[src/design/radio_bid_pkg.sv]
// Constants, types and register map of the radio network bid sequencer
`default_nettype none
package radio_bid_pkg;
	// Register byte offsets
	localparam logic [11:0] OFS_CTRL = 12'h000;
	localparam logic [11:0] OFS_NETID = 12'h004;
	localparam logic [11:0] OFS_CTS = 12'h008;
	localparam logic [11:0] OFS_RESP = 12'h00c;
	localparam logic [11:0] OFS_BIDINT = 12'h010;
	localparam logic [11:0] OFS_RETRY = 12'h014;
	localparam logic [11:0] OFS_PAUSE = 12'h018;
	localparam logic [11:0] OFS_MSGCNT = 12'h01c;
	localparam logic [11:0] OFS_BIDADDR = 12'h020;
	localparam logic [11:0] OFS_STATUS = 12'h024;
	localparam logic [11:0] OFS_CLEAR = 12'h028;
	localparam logic [11:0] OFS_IRQEN = 12'h02c;
	localparam logic [11:0] OFS_STATE = 12'h030;
	// Field positions
	localparam int CTRL_MASTER_BIT = 0;
	localparam int EV_MSG_OK = 0;
	localparam int EV_MSG_FAIL = 1;
	localparam int EV_BID_END = 2;
	localparam int EV_FOREIGN = 3;
	// Reset values
	localparam logic [15:0] RST_CFG16 = 16'h0000;
	localparam logic [7:0] RST_NETID = 8'h00;
	localparam logic RST_MASTER = 1'b1;
	localparam logic [8:0] RST_BIDSET = 9'h000;
	// Bid setting range bounds
	localparam logic [8:0] BID_ONE_LO = 9'd1;
	localparam logic [8:0] BID_DEC_LO = 9'd100;
	localparam logic [8:0] BID_CONT_LO = 9'd200;
	localparam logic [8:0] BID_CYC_LO = 9'd300;
	localparam logic [8:0] BID_TOP = 9'd400;
	// Timing: 10 ms tick from a 250 MHz clock
	localparam int TICK_MS = 10;
	localparam int CLK_KHZ = 250000;
	localparam int TICK_CYCLES = TICK_MS * CLK_KHZ;
	// Sequencer states, Gray along the usual path
	typedef enum logic [2:0] {
		ST_IDLE = 3'b000,
		ST_RTS = 3'b001,
		ST_SEND = 3'b011,
		ST_RESP = 3'b010,
		ST_INTV = 3'b110,
		ST_PAUSE = 3'b111
	} fsm_e;
	// Receive bundle from the modem
	typedef struct packed {
		logic valid;
		logic [7:0] net_id;
		logic reply;
	} rx_s;
	// Transmit request to the modem
	typedef struct packed {
		logic start;
		logic bid;
		logic [6:0] addr;
	} tx_s;
endpackage : radio_bid_pkg
`default_nettype wire

[src/design/remote_radio_port.sv]
// Remote radio port sequencer: id filter, RTS/CTS, retries, bid scheduler, pause
//
// What this block does
// - Accept only messages whose net_identifier equals the configured 8-bit id.
// - After raising RTS wait at least the CTS delay in 10 ms ticks.
// - After sending, wait the response timeout, then retransmit if no reply.
// - The same response timeout bounds the wait for a reply to a bid.
// - After a bid's response timeout wait the bid interval before the next bid.
// - During the bid interval queued normal messages are transmitted.
// - Retry up to the retry count, then report error; a slave never retries.
// - Count messages and bids; after the message count insert the pause time.
// - Settings 1..99 bid that address once; 100 bids address 00 once.
// - Settings 100..199 bid downward from setting minus 100, ending after 00.
// - In that mode the stored setting follows each decremented address.
// - Only a master bids; a pending bid beats normal messages, which go in the next interval.
// - Settings 200..299 bid one address repeatedly with timeout then interval.
// - Settings 300..399 bid downward to 00 then restart, forever.
// - In cyclic mode the stored setting keeps its 300-range value.
`timescale 1ns/100ps
`default_nettype none
module remote_radio_port #(
	parameter int TICK_CYCLES = radio_bid_pkg::TICK_CYCLES
) (
	input wire logic mclk,
	input wire logic reset_n,
	input wire logic psel,
	input wire logic penable,
	input wire logic pwrite,
	input wire logic [11:0] paddr,
	input wire logic [31:0] pwdata,
	output logic [31:0] prdata,
	output logic pready,
	output logic pslverr,
	output logic rts,
	input wire logic cts_pin,
	output radio_bid_pkg::tx_s tx,
	input wire logic tx_done,
	input wire radio_bid_pkg::rx_s rx,
	output logic rx_accept,
	input wire logic msg_req,
	input wire logic [6:0] msg_addr,
	output logic msg_ok,
	output logic msg_fail,
	output logic irq
);
	////////////////////////////////////////////////////////////////////////////////
	// State
	typedef struct packed {
		radio_bid_pkg::fsm_e st;
		logic cts_s1;
		logic cts_s2;
		logic [21:0] pre;
		logic [16:0] tmr;
		logic [16:0] ivt;
		logic [15:0] cts_cfg;
		logic [15:0] resp_cfg;
		logic [15:0] bidint_cfg;
		logic [15:0] retry_cfg;
		logic [15:0] pause_cfg;
		logic [15:0] msgcnt_cfg;
		logic [15:0] sent;
		logic [15:0] retry;
		logic [7:0] netid;
		logic master;
		logic [8:0] bid_set;
		logic [6:0] bid_cur;
		logic [6:0] bid_start;
		logic seq_on;
		logic bid_pend;
		logic is_bid;
		logic [3:0] sts;
		logic [3:0] ien;
		logic rts;
		radio_bid_pkg::tx_s tx;
		logic rx_accept;
		logic msg_ok;
		logic msg_fail;
		logic [31:0] prdata;
		logic perr;
	} state_s;

	state_s r;
	state_s n;
	logic tick;
	logic tmr_done;
	logic reply_ok;
	logic req_live;
	logic pause_due;
	logic [15:0] eff_retry;
	logic [3:0] ev;
	logic wr;
	logic [11:0] wa;

	assign tick = (r.pre == 22'(TICK_CYCLES - 1));
	assign tmr_done = (r.tmr == 17'h00000);
	assign reply_ok = rx.valid && rx.reply && (rx.net_id == r.netid);
	// Request still up during its own ok or fail pulse is already served
	assign req_live = msg_req && !r.msg_ok && !r.msg_fail;
	assign pause_due = (r.msgcnt_cfg != 16'h0000) && (r.sent >= r.msgcnt_cfg);
	assign eff_retry = r.master ? r.retry_cfg : 16'h0000;
	assign wr = psel && penable && pwrite;
	assign wa = paddr;

	////////////////////////////////////////////////////////////////////////////////
	// Next-state logic
	always_comb begin
		n = r;
		ev = 4'h0;
		n.tx.start = 1'b0;
		n.rx_accept = 1'b0;
		n.msg_ok = 1'b0;
		n.msg_fail = 1'b0;
		// Pin synchroniser and 10 ms prescaler
		n.cts_s1 = cts_pin;
		n.cts_s2 = r.cts_s1;
		n.pre = tick ? 22'h000000 : r.pre + 22'h000001;
		if (tick && !tmr_done) begin
			n.tmr = r.tmr - 17'h00001;
		end
		// Net_identifier filter on every received frame
		if (rx.valid) begin
			if (rx.net_id == r.netid) begin
				n.rx_accept = 1'b1;
			end else begin
				ev[radio_bid_pkg::EV_FOREIGN] = 1'b1;
			end
		end
		// Sequencer
		case (r.st)
			radio_bid_pkg::ST_IDLE: begin
				n.rts = 1'b0;
				if (r.master && r.bid_pend) begin
					n.bid_pend = 1'b0;
					n.is_bid = 1'b1;
					n.tx.addr = r.bid_cur;
					n.st = pause_due ? radio_bid_pkg::ST_PAUSE : radio_bid_pkg::ST_RTS;
				end else if (req_live) begin
					n.is_bid = 1'b0;
					n.retry = 16'h0000;
					n.tx.addr = msg_addr;
					n.st = pause_due ? radio_bid_pkg::ST_PAUSE : radio_bid_pkg::ST_RTS;
				end
				n.tmr = pause_due ? {1'b0, r.pause_cfg} + 17'h00001
					: {1'b0, r.cts_cfg} + 17'h00001;
			end
			radio_bid_pkg::ST_PAUSE: begin
				n.rts = 1'b0;
				if (tmr_done) begin
					n.sent = 16'h0000;
					n.tmr = {1'b0, r.cts_cfg} + 17'h00001;
					n.st = radio_bid_pkg::ST_RTS;
				end
			end
			radio_bid_pkg::ST_RTS: begin
				n.rts = 1'b1;
				if (tmr_done && r.cts_s2) begin
					n.tx.start = 1'b1;
					n.tx.bid = r.is_bid;
					n.st = radio_bid_pkg::ST_SEND;
				end
			end
			radio_bid_pkg::ST_SEND: begin
				n.rts = 1'b1;
				if (tx_done) begin
					n.rts = 1'b0;
					if (r.sent != 16'hffff) begin
						n.sent = r.sent + 16'h0001;
					end
					n.tmr = {1'b0, r.resp_cfg} + 17'h00001;
					n.st = radio_bid_pkg::ST_RESP;
				end
			end
			radio_bid_pkg::ST_RESP: begin
				n.rts = 1'b0;
				if (r.is_bid) begin
					// A bid always waits out the full timeout
					if (tmr_done) begin
						n.ivt = {1'b0, r.bidint_cfg};
						n.st = radio_bid_pkg::ST_INTV;
					end
				end else if (reply_ok) begin
					n.msg_ok = 1'b1;
					ev[radio_bid_pkg::EV_MSG_OK] = 1'b1;
					n.st = r.seq_on ? radio_bid_pkg::ST_INTV : radio_bid_pkg::ST_IDLE;
				end else if (tmr_done) begin
					if (r.retry < eff_retry) begin
						n.retry = r.retry + 16'h0001;
						n.tmr = {1'b0, r.cts_cfg} + 17'h00001;
						n.st = radio_bid_pkg::ST_RTS;
					end else begin
						n.msg_fail = 1'b1;
						ev[radio_bid_pkg::EV_MSG_FAIL] = 1'b1;
						n.st = r.seq_on ? radio_bid_pkg::ST_INTV : radio_bid_pkg::ST_IDLE;
					end
				end
			end
			radio_bid_pkg::ST_INTV: begin
				n.rts = 1'b0;
				if (tick && r.ivt != 17'h00000) begin
					n.ivt = r.ivt - 17'h00001;
				end
				if (req_live) begin
					// Queued messages go first, interval count is kept
					n.is_bid = 1'b0;
					n.retry = 16'h0000;
					n.tx.addr = msg_addr;
					n.tmr = pause_due ? {1'b0, r.pause_cfg} + 17'h00001
						: {1'b0, r.cts_cfg} + 17'h00001;
					n.st = pause_due ? radio_bid_pkg::ST_PAUSE : radio_bid_pkg::ST_RTS;
				end else if (r.ivt == 17'h00000 || !r.seq_on) begin
					n.st = radio_bid_pkg::ST_IDLE;
					if (r.seq_on) begin
						n.bid_pend = 1'b1;
						if (r.bid_set < radio_bid_pkg::BID_DEC_LO) begin
							n.seq_on = 1'b0;
							n.bid_pend = 1'b0;
							ev[radio_bid_pkg::EV_BID_END] = 1'b1;
						end else if (r.bid_set == radio_bid_pkg::BID_DEC_LO) begin
							n.seq_on = 1'b0;
							n.bid_pend = 1'b0;
							ev[radio_bid_pkg::EV_BID_END] = 1'b1;
						end else if (r.bid_set < radio_bid_pkg::BID_CONT_LO) begin
							n.bid_cur = r.bid_cur - 7'h01;
							n.bid_set = r.bid_set - 9'h001;
						end else if (r.bid_set < radio_bid_pkg::BID_CYC_LO) begin
							n.bid_cur = r.bid_cur;
						end else begin
							// Setting is left alone so it survives a restart
							n.bid_cur = (r.bid_cur == 7'h00) ? r.bid_start
								: r.bid_cur - 7'h01;
						end
					end
				end
			end
			default: begin
				n.st = radio_bid_pkg::ST_IDLE;
			end
		endcase
		// APB setup phase: decode and capture read data
		if (psel && !penable) begin
			n.perr = 1'b0;
			n.prdata = 32'h00000000;
			if (wa == radio_bid_pkg::OFS_CTRL) begin
				n.prdata = {31'h00000000, r.master};
			end else if (wa == radio_bid_pkg::OFS_NETID) begin
				n.prdata = {24'h000000, r.netid};
			end else if (wa == radio_bid_pkg::OFS_CTS) begin
				n.prdata = {16'h0000, r.cts_cfg};
			end else if (wa == radio_bid_pkg::OFS_RESP) begin
				n.prdata = {16'h0000, r.resp_cfg};
			end else if (wa == radio_bid_pkg::OFS_BIDINT) begin
				n.prdata = {16'h0000, r.bidint_cfg};
			end else if (wa == radio_bid_pkg::OFS_RETRY) begin
				n.prdata = {16'h0000, r.retry_cfg};
			end else if (wa == radio_bid_pkg::OFS_PAUSE) begin
				n.prdata = {16'h0000, r.pause_cfg};
			end else if (wa == radio_bid_pkg::OFS_MSGCNT) begin
				n.prdata = {16'h0000, r.msgcnt_cfg};
			end else if (wa == radio_bid_pkg::OFS_BIDADDR) begin
				n.prdata = {23'h000000, r.bid_set};
			end else if (wa == radio_bid_pkg::OFS_STATUS) begin
				n.prdata = {28'h0000000, r.sts};
			end else if (wa == radio_bid_pkg::OFS_CLEAR) begin
				n.prdata = 32'h00000000;
			end else if (wa == radio_bid_pkg::OFS_IRQEN) begin
				n.prdata = {28'h0000000, r.ien};
			end else if (wa == radio_bid_pkg::OFS_STATE) begin
				n.prdata = {r.retry, r.seq_on, r.bid_cur, 5'h00, r.st};
			end else begin
				n.perr = 1'b1;
			end
		end
		// APB access phase: writes take effect here
		n.sts = r.sts;
		if (wr && !r.perr) begin
			if (wa == radio_bid_pkg::OFS_CTRL) begin
				n.master = pwdata[radio_bid_pkg::CTRL_MASTER_BIT];
			end else if (wa == radio_bid_pkg::OFS_NETID) begin
				n.netid = pwdata[7:0];
			end else if (wa == radio_bid_pkg::OFS_CTS) begin
				n.cts_cfg = pwdata[15:0];
			end else if (wa == radio_bid_pkg::OFS_RESP) begin
				n.resp_cfg = pwdata[15:0];
			end else if (wa == radio_bid_pkg::OFS_BIDINT) begin
				n.bidint_cfg = pwdata[15:0];
			end else if (wa == radio_bid_pkg::OFS_RETRY) begin
				n.retry_cfg = pwdata[15:0];
			end else if (wa == radio_bid_pkg::OFS_PAUSE) begin
				n.pause_cfg = pwdata[15:0];
			end else if (wa == radio_bid_pkg::OFS_MSGCNT) begin
				n.msgcnt_cfg = pwdata[15:0];
			end else if (wa == radio_bid_pkg::OFS_BIDADDR) begin
				// New setting restarts the bid scheduler
				n.bid_set = pwdata[8:0];
				n.seq_on = (pwdata[8:0] >= radio_bid_pkg::BID_ONE_LO)
					&& (pwdata[8:0] < radio_bid_pkg::BID_TOP);
				n.bid_pend = n.seq_on;
				if (pwdata[8:0] < radio_bid_pkg::BID_DEC_LO) begin
					n.bid_cur = pwdata[6:0];
				end else if (pwdata[8:0] < radio_bid_pkg::BID_CONT_LO) begin
					n.bid_cur = 7'(pwdata[8:0] - radio_bid_pkg::BID_DEC_LO);
				end else if (pwdata[8:0] < radio_bid_pkg::BID_CYC_LO) begin
					n.bid_cur = 7'(pwdata[8:0] - radio_bid_pkg::BID_CONT_LO);
				end else begin
					n.bid_cur = 7'(pwdata[8:0] - radio_bid_pkg::BID_CYC_LO);
				end
				n.bid_start = n.bid_cur;
			end else if (wa == radio_bid_pkg::OFS_CLEAR) begin
				n.sts = r.sts & ~pwdata[3:0];
			end else if (wa == radio_bid_pkg::OFS_IRQEN) begin
				n.ien = pwdata[3:0];
			end
		end
		// Events set after the clear so a same-cycle event is kept
		n.sts = n.sts | ev;
	end

	////////////////////////////////////////////////////////////////////////////////
	// State register
	always_ff @(posedge mclk or negedge reset_n) begin
		if (!reset_n) begin
			r <= '{st: radio_bid_pkg::ST_IDLE, master: radio_bid_pkg::RST_MASTER,
				netid: radio_bid_pkg::RST_NETID, cts_cfg: radio_bid_pkg::RST_CFG16,
				resp_cfg: radio_bid_pkg::RST_CFG16, bidint_cfg: radio_bid_pkg::RST_CFG16,
				retry_cfg: radio_bid_pkg::RST_CFG16, pause_cfg: radio_bid_pkg::RST_CFG16,
				msgcnt_cfg: radio_bid_pkg::RST_CFG16, bid_set: radio_bid_pkg::RST_BIDSET,
				default: '0};
		end else begin
			r <= n;
		end
	end

	// Outputs
	assign prdata = r.prdata;
	assign pready = 1'b1;
	assign pslverr = psel && penable && r.perr;
	assign rts = r.rts;
	assign tx = r.tx;
	assign rx_accept = r.rx_accept;
	assign msg_ok = r.msg_ok;
	assign msg_fail = r.msg_fail;
	assign irq = |(r.sts & r.ien);

	////////////////////////////////////////////////////////////////////////////////
	// Assertions
	AST_NETID_TAKE: assert property (@(posedge mclk) disable iff (!reset_n)
		rx.valid && rx.net_id == r.netid |=> rx_accept)
		else $error("matching frame not accepted");
	AST_NETID_DROP: assert property (@(posedge mclk) disable iff (!reset_n)
		rx.valid && rx.net_id != r.netid |=> !rx_accept && r.sts[radio_bid_pkg::EV_FOREIGN])
		else $error("foreign frame accepted");
	AST_CTS_WAIT: assert property (@(posedge mclk) disable iff (!reset_n)
		tx.start |-> $past(r.cts_s2) && $past(tmr_done) && rts)
		else $error("send started before cts delay and cts");
	AST_RESP_RETRY: assert property (@(posedge mclk) disable iff (!reset_n)
		r.st == radio_bid_pkg::ST_RESP && !r.is_bid && tmr_done && !reply_ok
		&& r.retry < eff_retry |=> r.st == radio_bid_pkg::ST_RTS && r.retry == $past(r.retry) + 16'h0001)
		else $error("no retransmit after timeout");
	AST_BID_TIMEOUT: assert property (@(posedge mclk) disable iff (!reset_n)
		r.st == radio_bid_pkg::ST_RESP && r.is_bid && !tmr_done |=> r.st == radio_bid_pkg::ST_RESP)
		else $error("bid wait ended early");
	AST_INTV_MSG: assert property (@(posedge mclk) disable iff (!reset_n)
		r.st == radio_bid_pkg::ST_INTV && req_live |=> !r.is_bid && r.st != radio_bid_pkg::ST_INTV)
		else $error("queued message not sent in interval");
	AST_FAIL_COUNT: assert property (@(posedge mclk) disable iff (!reset_n)
		msg_fail |-> $past(r.retry) == $past(eff_retry) && r.sts[radio_bid_pkg::EV_MSG_FAIL])
		else $error("error reported before retries used");
	AST_PAUSE_GATE: assert property (@(posedge mclk) disable iff (!reset_n)
		r.st == radio_bid_pkg::ST_PAUSE |-> r.msgcnt_cfg != 16'h0000)
		else $error("pause with message count zero");
	AST_DEC_TRACK: assert property (@(posedge mclk) disable iff (!reset_n)
		r.st == radio_bid_pkg::ST_INTV && r.ivt == 17'h00000 && r.seq_on && !req_live && !wr
		&& r.bid_set > radio_bid_pkg::BID_DEC_LO && r.bid_set < radio_bid_pkg::BID_CONT_LO
		|=> r.bid_set == $past(r.bid_set) - 9'h001 && r.bid_cur == $past(r.bid_cur) - 7'h01)
		else $error("decrementing setting not tracked");
	AST_CYC_KEEP: assert property (@(posedge mclk) disable iff (!reset_n)
		r.bid_set >= radio_bid_pkg::BID_CYC_LO && !wr |=> r.bid_set == $past(r.bid_set))
		else $error("cyclic setting changed");
	COV_RETRY_FAIL: cover property (@(posedge mclk) disable iff (!reset_n) msg_fail);
	COV_PAUSE: cover property (@(posedge mclk) disable iff (!reset_n)
		r.st == radio_bid_pkg::ST_PAUSE);
	COV_CYC_WRAP: cover property (@(posedge mclk) disable iff (!reset_n)
		r.seq_on && r.bid_cur == 7'h00 ##[1:1000] r.bid_cur == r.bid_start && r.bid_start != 7'h00);
endmodule : remote_radio_port
`default_nettype wire

[config.mk]
export PLATFORM = sky130hd
export DESIGN_NAME = remote_radio_port
export DESIGN_NICKNAME = d
export VERILOG_FILES = /design/src/design/radio_bid_pkg.sv /design/src/design/remote_radio_port.sv
export SDC_FILE = /design/constraint.sdc
export NUM_CORES = 1
export LEC_CHECK = 0
export BUFFER_PORTS_ARGS = -buffer_cell sky130_fd_sc_hd__buf_2
export CAP_MARGIN = 20
export CORE_MARGIN = 3
export CORE_UTILIZATION = 40
export DETAILED_ROUTE_END_ITERATION = 12
export SYNTH_ARGS = -nofsm -noshare
export SYNTH_HDL_FRONTEND = slang
export SYNTH_SLANG_ARGS = --single-unit
[constraint.sdc]
create_clock -name mclk -period 3.6 [get_ports mclk]
set_clock_uncertainty 0.05 [all_clocks]
set_input_delay 0.72 -clock mclk [delete_from_list [all_inputs] [get_ports mclk]]
set_output_delay 0.72 -clock mclk [all_outputs]
set_load 0.02 [all_outputs]
# After elaboration in Yosys (flattened, before gate mapping)
# Cells that the tools add are included.
# word_totals
ff_bits	278
out_inout_bits	48
in_bits	69
word_cells	296
# classes
reduce_logical	51
muxes	139
addsub	13
eq_ne	36
n_bitwise	14
magnitude_cmp	10
# ops
op	count
two-way mux 32 bit	13
two-way mux 16 bit	16
two-way mux 25 bit	10
two-way mux 17 bit	12
one-hot mux 17 bit (5 select lines)	1
two-way mux 8 bit	10
== test 12 x 6 -> 1 bit (second input constant)	5
two-way mux 7 bit	8
adder 16 x 1 -> 17 bit (second input constant)	3
== test 12 x 5 -> 1 bit (second input constant)	4
one-hot mux 16 bit (3 select lines)	1
two-way mux 3 bit	14
logical NOT 17 bit	2
one-hot mux 17 bit (2 select lines)	1
subtractor 17 x 1 -> 17 bit (second input constant)	2
adder 16 x 1 -> 16 bit (second input constant)	2
two-way mux 1 bit	32
one-hot mux 16 bit (2 select lines)	1
< comparator 9 bit (second input constant)	3
== test 12 x 4 -> 1 bit (second input constant)	2
adder 22 x 1 -> 22 bit (second input constant)	1
== test 22 bit (second input constant)	1
two-way mux 2 bit	11
two-way mux 22 bit	1
other kinds (49)	107

# Depth between registers and ports, before layout
# Gate-level depths: netlist of run 1.
# logic_depth
depth_word	20
depth_mapped	13
depth_no_buf	9

# Least setup slack after synthesis of run 1
# OpenSTA, ideal clock, no wires.
# synth_path
path_type	register to register
start	register r[80] in the netlist's numbering
end	register r[240] in the netlist's numbering
stages_incl_launch_ff	14
t_required_ns	3.406
synth_period_minus_slack_ns	3.249
n_path_buf	4
arrival_ns	3.055
setup_time_ns	0.144
path_slack_ns	0.351
path_cell_list	dfstp_2 -> clkbuf_1 -> clkbuf_1 -> nand2_1 -> ha_1 -> and4_1 -> and4_1 -> o211ai_1 -> and4_1 -> buf_4 -> nor2_2 -> and2_0 -> clkbuf_1 -> o221ai_1
# synth_lines
element	line_no	source
start, declared	remote_radio_port.sv:82	state_s r;
start signal, assigned	remote_radio_port.sv:322	r <= '{st: radio_bid_pkg::ST_IDLE, master: radio_bid_pkg::RST_MASTER,
start signal, assigned	remote_radio_port.sv:329	r <= n;

# Final worst setup path of run 1
# layout_path
start	register r[239] in the netlist's numbering
end	register r[115] in the netlist's numbering
# layout_between
elab_chain_cells	3
# layout_lines
element	line_no	source
logical NOT 17 bit	remote_radio_port.sv:95	assign tmr_done = (r.tmr == 17'h00000);
!= test 2 bit (no source line)	--	
AND reduction 4 bit (no source line)	--	
# Every way passes these cells.
# A chain may end at the register's enable or synchronous reset.

==> impl_metrics.env, run 1 <==
export IMPL_slew_viol_final=0
export IMPL_synth_top_family_by_area="simple AND/OR/NAND/NOR gates"
export IMPL_drt_initial_drc_count=1391
export IMPL_clkLatencyLatePin_ns=0.55
export IMPL_hp_class="input port to async pin"
export IMPL_hpwl_um=38600
export IMPL_antenna_found_initial=1
export IMPL_synth_seq_cells=278
export IMPL_finalHoldViolations=0
export IMPL_worst_pin_slew_ns=0.892
export IMPL_gr_total_overflow=0
export IMPL_antenna_left=0
export IMPL_cts_path_max_buffers=3
export IMPL_placement_io_buffers=99
export IMPL_cts_resized=0
export IMPL_startpoint="r[239]"
export IMPL_timing_worst_setup_path_type="flip-flop to flip-flop"
export IMPL_synthCells=1792
export IMPL_status="finished, final reports clean"
export IMPL_fp_dieW_um=209
export IMPL_grt_use_total=0.235
export IMPL_synthFlopType="dfrtp_1"
export IMPL_syn_avg_cell_area_um2=9.17
export IMPL_grt_pass1_wl_um=80700
export IMPL_setup_violations=0
export IMPL_grt_max_degree=94
export IMPL_via_per_inst=5.88
export IMPL_root_buffer="clkbuf_16"
export IMPL_yosys_area_share_simple=0.193
export IMPL_powerDensity_mw_per_mm2=482
export IMPL_synth_edf_count=0
export IMPL_synth_mux_area_frac=0.0735
export IMPL_grt_setup_unrepaired="no"
export IMPL_path_common_cell="or4_1"
export IMPL_dpl_worst_slack_ns=0.296
export IMPL_cts_made_buffers=34
export IMPL_cts_tree="yes"
export IMPL_wl_per_cell_um=21.6
export IMPL_vdd_ir_drop_max_uv=313
export IMPL_crit_arrival_ns=3.67
export IMPL_async_reset_ff_frac=1.00
export IMPL_fin_crit_sh=0.907
export IMPL_reg2reg_slack_ns=0.34
export IMPL_synth_fa_ha_area_frac=0.0373
export IMPL_timing_final_crit_period_ns=3.26
export IMPL_grt_pass1_vias=13700
export IMPL_layout_drive_gt1_share=0.181
export IMPL_dr_pass1_iters=5
export IMPL_slowest_stage="or4_1"
export IMPL_cp_cell_sequence="or4_1 -> nor4_2 -> a31oi_1 -> or4_1 -> or3_1 -> a21oi_1"
export IMPL_synthToLayoutAreaGrowth_pct=13.3
export IMPL_fmax_ghz=0.306
export IMPL_hold_buffers=0
export IMPL_cpLargestDelayFamily="simple AND/OR/NAND/NOR gates"
export IMPL_r2r_start="r[239]"
export IMPL_cts_sinks=278
export IMPL_critPathMaxFanout=6
export IMPL_ys_warnings_count=0
export IMPL_routabilityCongestion=0.989
export IMPL_setup_ws_ns=0.335
export IMPL_fin_nets=1984
export IMPL_via_count=14200
export IMPL_seqCellArea_mm2=0.00696
export IMPL_cp_end_kind="flip-flop"
export IMPL_syn_area_mm2=0.0164
export IMPL_die_height_um=209
export IMPL_max_cap_violations=0
export IMPL_crit_path_max_incr_delay_ns=0.69
export IMPL_power_mw=8.97
export IMPL_fillers=3880
export IMPL_core_region_area_mm2=0.0402
export IMPL_hold_slack_ns=0.147
export IMPL_worst_path_buf_inv=0
export IMPL_mostFrequentLayoutCells="dfrtp_1 (277), nand2_1 (208), nor2_1 (145)"
export IMPL_clkTransAtPathRegs_ns=0.06
export IMPL_yosysUniqueCellTypes=83
export IMPL_synth_xor_area_frac=0.0629
export IMPL_cellLeakagePower_nw=8.56
export IMPL_die_area_mm2=0.0436
export IMPL_drt_total_wl_um=52200
export IMPL_cts_setup_buffers=0
export IMPL_initial_core_util=0.409
export IMPL_multiInputGateArea_mm2=0.00864
export IMPL_synth_net_count=1910
export IMPL_synth_compound_area_share=0.157
export IMPL_start_kind="flip-flop"
export IMPL_fin_setup_tns_ns=0
export IMPL_ys_seq_area_frac=0.423
export IMPL_htree_levels=2
export IMPL_io_pins=117
export IMPL_worstPathRequired_ns=4.00
export IMPL_placementRows=73
export IMPL_drc=0
export IMPL_relSlewSlack=0.402
export IMPL_mostFrequentLayoutCell="dfrtp_1"
[synth_stat cells (all sizes together), types with 4 or more instances]
cell	n	area, um2
a211o	8	70.1
a211oi	9	80.1
a21o	14	105
a21oi	91	455
a221o	4	40.0
a22oi	7	52.6
a311oi	5	43.8
a31o	4	35.0
a31oi	12	75.1
a32oi	6	52.6
and2	7	43.8
and3	24	150
and4	13	114
buf	54	372
clkbuf	75	282
dfrtp	277	6930
ha	49	613
inv	55	206
mux2	93	1050
mux2i	16	160
nand2	208	781
nand2b	10	62.6
nand3	76	385
nand4	44	290
nand4b	4	35.0
nor2	146	551
nor2b	11	68.8
nor3	35	196
nor4	19	153
nor4bb	4	40.0
o2111ai	4	35.0
o211ai	19	143
o21a	9	67.6
o21ai	132	661
o221ai	7	61.3
o22a	4	35.0
o22ai	36	225
o31ai	5	37.5
or2	5	31.3
or3	15	93.8
or4	10	82.6
xnor2	54	473
xor2	64	561
[state kept, by name, indices dropped and copies added, names as in the netlist]
signal     cells
msg_fail       1
r            232
n              1
msg_ok         1
prdata        32
rts            1
tx             9
rx_accept      1
[where the power goes]
part           switching [mW]  internal, mW
Combinational            1.32         0.717
Clock                    1.37          2.06
Sequential              0.191          3.31
[worst reg2reg max path: cells and delay by family (launching register included)]
| family | cells | cell delay (ns) |
|---|---|---|
| AO/OA/AOI/OAI | 2 | 0.51 |
| AND/OR/NAND/NOR | 4 | 2.19 |
| flip-flops | 1 | 0.41 |
[final timing paths]
check,to,depth (start not counted)
worst max-delay path,r[115],6
worst min-delay path,r[234],1
worst max register to register,r[115],6
worst min register to register,r[273],0
max in group asynchronous,prdata[18],2
min in group mclk,n[273],1
[layout make-up]
type | count | area share
sequential | 278 | 0.374
multi-input combinational | 1328 | 0.464
clock buffer | 54 | 0.0580
tap | 525 | 0.0353
timing repair buffer | 167 | 0.0559
antenna | 1 | 0.000134
inverter | 57 | 0.0115
clock inverter | 6 | 0.00181
[stage by stage]
| stage | utilization | area, um2 | instances |
|---|---|---|---|
| 2_1_floorplan | - | 16400 | 1792 |
| 3_5_place_dp | 0.436 | 17500 | 2355 |
| 4_1_cts | 0.463 | 18600 | 2415 |
| 6_report | 0.463 | 18600 | 2416 |
| 5_1_grt | 0.463 | 18600 | 2415 |
| 3_3_place_gp | 0.436 | 17500 | 2355 |
[per-layer routing]
| metal | vias to the layer above | part of all wire | track usage |
|---|---|---|---|
| met3 | 106 | 0.064 | 0.0446 |
| met1 | 7062 | 0.45 | 0.330 |
| li1 | 6549 | - | - |
| met5 | - | 0.00027 | 0 |
| met4 | 2 | 0.030 | 0.0739 |
| met2 | 488 | 0.46 | 0.368 |
[cells by family after synthesis]
family                     Yosys count
other                                1
adders and majority gates           49
AOI/OAI and AO/OA                  409
muxes                              109
and+or+nand+nor                    642
DFF                                278
xor gates and xnor gates           118
buffers and inverters              186
Note: power is estimated with default switching activity, not from simulation.
==> inputs of run 2 (changes only) <==
--- a/config.mk
+++ b/config.mk
@@ -5,6 +5,7 @@
 export SDC_FILE = /design/constraint.sdc
 export NUM_CORES = 1
 export LEC_CHECK = 0
+export ABC_AREA = 1
 export BUFFER_PORTS_ARGS = -buffer_cell sky130_fd_sc_hd__buf_2
 export CAP_MARGIN = 20
 export CORE_MARGIN = 3
==> run 2 against run 1 <==
Effect of this change:
- global-route usage increased by 3.0 points
- cell count increased by 33%
- sequential share of layout area decreased by 2.8 points
- clock-buffer cell count decreased by 2
- clock power about the same
- power increased by 5.2%
- die area increased by 9.3%
- first-iteration DRC count increased by 28%
- fmax increased by 5.9%
- combinational power increased by 24%
- largest power group is now the clock network
==> impl_metrics.env, run 2 <==
export IMPL_status="finished, final reports clean"
export IMPL_layout_drive_gt1_share=0.104
export IMPL_cts_resized=0
export IMPL_synthFlopType="dfrtp_1"
export IMPL_fin_crit_sh=0.856
export IMPL_hpwl_um=47900
export IMPL_finalHoldViolations=0
export IMPL_cts_tree="yes"
export IMPL_max_cap_violations=0
export IMPL_critPathMaxFanout=8
export IMPL_cp_end_kind="flip-flop"
export IMPL_gr_total_overflow=0
export IMPL_fillers=4587
export IMPL_powerDensity_mw_per_mm2=469
export IMPL_fp_dieW_um=218
export IMPL_dr_pass1_iters=8
export IMPL_path_common_cell="nand3_1"
export IMPL_fin_nets=2703
export IMPL_io_pins=117
export IMPL_fin_setup_tns_ns=0
export IMPL_cts_path_max_buffers=3
export IMPL_drt_initial_drc_count=1776
export IMPL_antenna_found_initial=0
export IMPL_worst_pin_slew_ns=0.935
export IMPL_grt_pass1_vias=16700
export IMPL_ys_seq_area_frac=0.386
export IMPL_grt_setup_unrepaired="no"
export IMPL_netlist_top_cells_area="dfrtp_1 (38%), nand2_1 (13%), inv_1 (5.8%)"
export IMPL_vdd_ir_drop_max_uv=328
export IMPL_via_count=17400
export IMPL_cpLargestDelayFamily="simple AND/OR/NAND/NOR gates"
export IMPL_post_route_util=0.454
export IMPL_routabilityCongestion=0.985
export IMPL_clkTransAtPathRegs_ns=0.06
export IMPL_setup_violations=0
export IMPL_root_buffer="clkbuf_16"
export IMPL_die_height_um=218
export IMPL_syn_avg_cell_area_um2=7.16
export IMPL_synthToLayoutAreaGrowth_pct=11.6
export IMPL_power_mw=9.44
export IMPL_relSlewSlack=0.375
export IMPL_cts_sinks=278
export IMPL_drc=0
export IMPL_hold_buffers=0
export IMPL_yosysUniqueCellTypes=58
export IMPL_synth_net_count=2633
export IMPL_timing_worst_setup_path_type="flip-flop to flip-flop"
export IMPL_initial_core_util=0.407
export IMPL_timing_final_crit_period_ns=3.08
export IMPL_async_reset_ff_frac=1.00
export IMPL_ys_top_cells_by_count="nand2_1 (632), dfrtp_1 (277), inv_1 (277)"
export IMPL_synth_top_area_frac=0.385
export IMPL_die_area_mm2=0.0476
export IMPL_ys_warnings_count=0
export IMPL_grt_pass1_wl_um=97400
export IMPL_num_antenna_cells=0
export IMPL_cts_setup_buffers=0
export IMPL_synth_edf_count=0
export IMPL_worstPathRequired_ns=3.96
export IMPL_drt_total_wl_um=62500
export IMPL_slew_viol_final=0
export IMPL_cts_made_buffers=35
export IMPL_largest_register_ffs=232
export IMPL_mostFrequentLayoutCells="nand2_1 (632), inv_1 (277), dfrtp_1 (277)"
export IMPL_grt_use_total=0.264
export IMPL_yosysMostFrequentCell="nand2_1"
export IMPL_synth_seq_cells=278
export IMPL_crit_path_max_incr_delay_ns=0.45
export IMPL_slowest_stage="dfrtp_1"
export IMPL_worst_path_buf_inv=0
export IMPL_core_region_area_mm2=0.0443
export IMPL_hp_class="input port to async pin"
export IMPL_start_kind="flip-flop"
export IMPL_cp_cell_sequence="ha_1 -> nand4_1 -> nor3_1 -> nand3_1 -> nand3_1 -> nand2_1 -> nand2_1 -> nand3_1 -> a21oi_1 -> o21ai_1"
export IMPL_dpl_worst_slack_ns=0.601
export IMPL_clkLatencyLatePin_ns=0.56
export IMPL_antenna_left=0
export IMPL_placement_io_buffers=99
export IMPL_cellLeakagePower_nw=9.86
export IMPL_placed_cell_area_mm2=0.0190
export IMPL_placementRows=77
export IMPL_crit_arrival_ns=3.45
export IMPL_grt_max_degree=74
export IMPL_syn_area_mm2=0.0180
export IMPL_wl_per_cell_um=19.5
export IMPL_mostFrequentLayoutCell="nand2_1"
export IMPL_fmax_ghz=0.324
export IMPL_setup_ws_ns=0.518
export IMPL_stdcell_area_mm2=0.0201
export IMPL_synthCells=2515
export IMPL_htree_levels=2
export IMPL_via_per_inst=5.44
export IMPL_yosysTopAreaCell="dfrtp_1"
export IMPL_top_register="r"
-- run 2: final timing paths --
kind                       cells after the start  slack, ns    start         end
setup / recovery                              10       0.52   r[116]      r[246]
hold / removal                                 1       0.08  reset_n  prdata[21]
setup reg to reg                              10       0.52   r[116]      r[246]
hold reg to reg                                0       0.30   n[273]      r[273]
max in group asynchronous                      2       2.54  reset_n      r[119]
min in group mclk                              1       0.23  cts_pin      n[273]
-- run 2: layout make-up --
cell class	instances	area (um2)	area share
clock inverter	11	96.3	0.00479
clock buffer	52	1020	0.0507
inverter	323	1210	0.0603
tap	592	741	0.0368
multi-input combinational	1814	9280	0.462
sequential	278	6960	0.346
timing repair buffer	133	798	0.0397
-- run 2: kinds of logic (layout without fill, tap and decap cells) --
family | Yosys count | after routing | synth area share
buf+inv | 423 | 519 | 0.0989
simple gates | 1200 | 1200 | 0.289
xor+xnor | 92 | 92 | 0.0447
fa+ha+maj | 49 | 49 | 0.0340
compound gates | 470 | 470 | 0.146
mux | 2 | 2 | 0.00118
other cells | 1 | 1 | 0.000208
flops | 278 | 278 | 0.386
-- run 2: where the power goes --
group	switching (mW)	internal (mW)
sequential	0.148	3.29
combinational	1.79	0.748
clock	1.42	2.04
-- run 2: per-stage QoR --
step	hold slack, ns	instances
floorplan	0.281	2515
global placement	0.296	3140
detailed placement	0.290	3140
CTS	0.0942	3203
global route	0.118	3203
finish	0.0822	3203
-- run 2: layer usage --
| layer | up-vias | share of wire | GRT usage | routed length [um] |
|---|---|---|---|---|
| li1 | 8395 | - | - | - |
| met1 | 8298 | 0.45 | 0.368 | 28200 |
| met2 | 635 | 0.45 | 0.424 | 28000 |
| met3 | 110 | 0.071 | 0.0384 | 4420 |
| met4 | 0 | 0.030 | 0.0837 | 1900 |
| met5 | - | 0 | 0 | 0 |
==> inputs of run 3 (changes only) <==
--- a/config.mk
+++ b/config.mk
@@ -6,11 +6,13 @@
 export NUM_CORES = 1
 export LEC_CHECK = 0
 export ABC_AREA = 1
+export ABC_CLOCK_PERIOD_IN_PS = 3600
 export BUFFER_PORTS_ARGS = -buffer_cell sky130_fd_sc_hd__buf_2
 export CAP_MARGIN = 20
 export CORE_MARGIN = 3
 export CORE_UTILIZATION = 40
 export DETAILED_ROUTE_END_ITERATION = 12
+export MAX_ROUTING_LAYER = met4
 export SYNTH_ARGS = -nofsm -noshare
 export SYNTH_HDL_FRONTEND = slang
 export SYNTH_SLANG_ARGS = --single-unit
==> run 3 against run 2 <==
Effect of this change:
- non-clock buffer count is 2 higher
- first-iteration DRC count shrank 3.7%
- highest routed layer unchanged
- sequential share of layout area about the same
- via count is 0.11% higher
- worst hold slack lost 0.0059 ns
- largest power group is now registers
- register-to-register slack improved by 0.09 ns
- clock-buffer cell count is 5 lower
==> impl_metrics.env, run 3 (synthesized netlist as in run 2, its figures left out) <==
export IMPL_top_register="r"
export IMPL_fp_dieW_um=218
export IMPL_relSlewSlack=0.391
export IMPL_drt_total_wl_um=63400
export IMPL_power_mw=9.41
export IMPL_vdd_ir_drop_max_uv=288
export IMPL_setup_ws_ns=0.603
export IMPL_r2r_cells=11
export IMPL_core_region_area_mm2=0.0443
export IMPL_critPathMaxFanout=26
export IMPL_setup_violations=0
export IMPL_timing_final_crit_period_ns=3.00
export IMPL_cp_end_kind="flip-flop"
export IMPL_grt_max_degree=79
export IMPL_via_count=17500
export IMPL_grt_pass1_wl_um=97200
export IMPL_r2r_start="r[80]"
export IMPL_powerDensity_mw_per_mm2=468
export IMPL_crit_arrival_ns=3.43
export IMPL_hp_class="input port to async pin"
export IMPL_wl_per_cell_um=19.8
export IMPL_drc=0
export IMPL_cts_resized=0
export IMPL_htree_levels=2
export IMPL_via_per_inst=5.45
export IMPL_routabilityCongestion=0.980
export IMPL_drt_initial_drc_count=1710
export IMPL_placementRows=77
export IMPL_antenna_found_initial=0
export IMPL_cp_depth=11
export IMPL_worst_path_buf_inv=1
export IMPL_hpwl_um=48800
export IMPL_fin_nets=2705
export IMPL_layout_drive_gt1_share=0.105
export IMPL_cts_sinks=278
export IMPL_cts_made_buffers=35
export IMPL_crit_end="r[90]"
export IMPL_fmax_ghz=0.334
export IMPL_reg2reg_to="r[90]"
export IMPL_mostFrequentLayoutCells="nand2_1 (632), inv_1 (277), dfrtp_1 (277)"
export IMPL_cellLeakagePower_nw=9.87
export IMPL_largest_register_ffs=232
export IMPL_placement_io_buffers=99
export IMPL_dr_pass1_iters=5
export IMPL_gr_total_overflow=0
export IMPL_worst_pin_slew_ns=0.912
export IMPL_grt_pass1_vias=16300
export IMPL_antenna_left=0
export IMPL_placed_cell_area_mm2=0.0190
export IMPL_crit_path_max_incr_delay_ns=0.74
export IMPL_dpl_worst_slack_ns=0.602
export IMPL_die_height_um=218
export IMPL_status="finished, final reports clean"
export IMPL_grt_setup_unrepaired="no"
export IMPL_cts_path_max_buffers=3
export IMPL_die_area_mm2=0.0476
export IMPL_grt_use_total=0.274
export IMPL_synthToLayoutAreaGrowth_pct=11.6
export IMPL_slew_viol_final=0
export IMPL_fin_setup_tns_ns=0
export IMPL_mostFrequentLayoutCell="nand2_1"
export IMPL_io_pins=117
export IMPL_worstPathRequired_ns=4.03
export IMPL_cts_setup_buffers=0
export IMPL_startpoint="r[80]"
export IMPL_finalHoldViolations=0
export IMPL_max_cap_violations=0
export IMPL_slowest_stage="dfstp_2"
export IMPL_hold_buffers=0
export IMPL_start_kind="flip-flop"
export IMPL_cts_tree="yes"
export IMPL_fin_crit_sh=0.832
export IMPL_cp_cell_sequence="nand2_1 -> ha_1 -> a21oi_1 -> o21ai_0 -> a21oi_1 -> nand2_1 -> o21ai_1 -> nand2_2 -> inv_2 -> nand3_1 -> o21ai_1"
export IMPL_clkTransAtPathRegs_ns=0.06
export IMPL_clkLatencyLatePin_ns=0.56
export IMPL_timing_worst_setup_path_type="flip-flop to flip-flop"
export IMPL_fillers=4655
export IMPL_cpLargestDelayFamily="compound AO/OA/AOI/OAI gates"
export IMPL_reg2reg_slack_ns=0.60
export IMPL_initial_core_util=0.407
export IMPL_stdcell_area_mm2=0.0201
export IMPL_root_buffer="clkbuf_16"
-- run 3: final cells by class --
| class | count | area (um2) | area share |
|---|---|---|---|
| tap | 592 | 741 | 0.0368 |
| inverter | 323 | 1210 | 0.0603 |
| clock inverter | 14 | 110 | 0.00548 |
| timing repair buffer | 135 | 813 | 0.0405 |
| antenna | 2 | 5.00 | 0.000249 |
| clock buffer | 47 | 982 | 0.0489 |
| multi-input combinational | 1814 | 9280 | 0.462 |
| sequential | 278 | 6960 | 0.346 |
-- run 3: layer usage --
| metal | part of all wire | global-route usage |
|---|---|---|
| met5 | 0 | - |
| met4 | 0.030 | 0.0811 |
| met3 | 0.063 | 0.0309 |
| met2 | 0.46 | 0.430 |
| met1 | 0.45 | 0.375 |
-- run 3: where the power goes --
group,internal [mW],switching [mW]
registers,3.29,0.140
logic,0.743,1.81
clock network,1.99,1.44
-- run 3: how the worst min path moves through the flow --
stage                       to  slack [ns]  cells after the start
detailed placement      r[273]        0.31                      0
floorplan               r[273]        0.28                      0
global route        prdata[31]        0.12                      1
CTS                 prdata[22]        0.08                      1
global placement        r[273]        0.29                      0
finish              prdata[31]        0.08                      1
-- run 3: per-stage QoR --
step,util,instances,hold slack (ns)
after floorplan,-,2515,0.281
after global placement,0.429,3142,0.295
after detailed placement,0.429,3142,0.308
after CTS,0.454,3203,0.0815
after global routing,0.454,3203,0.120
final,0.454,3205,0.0763
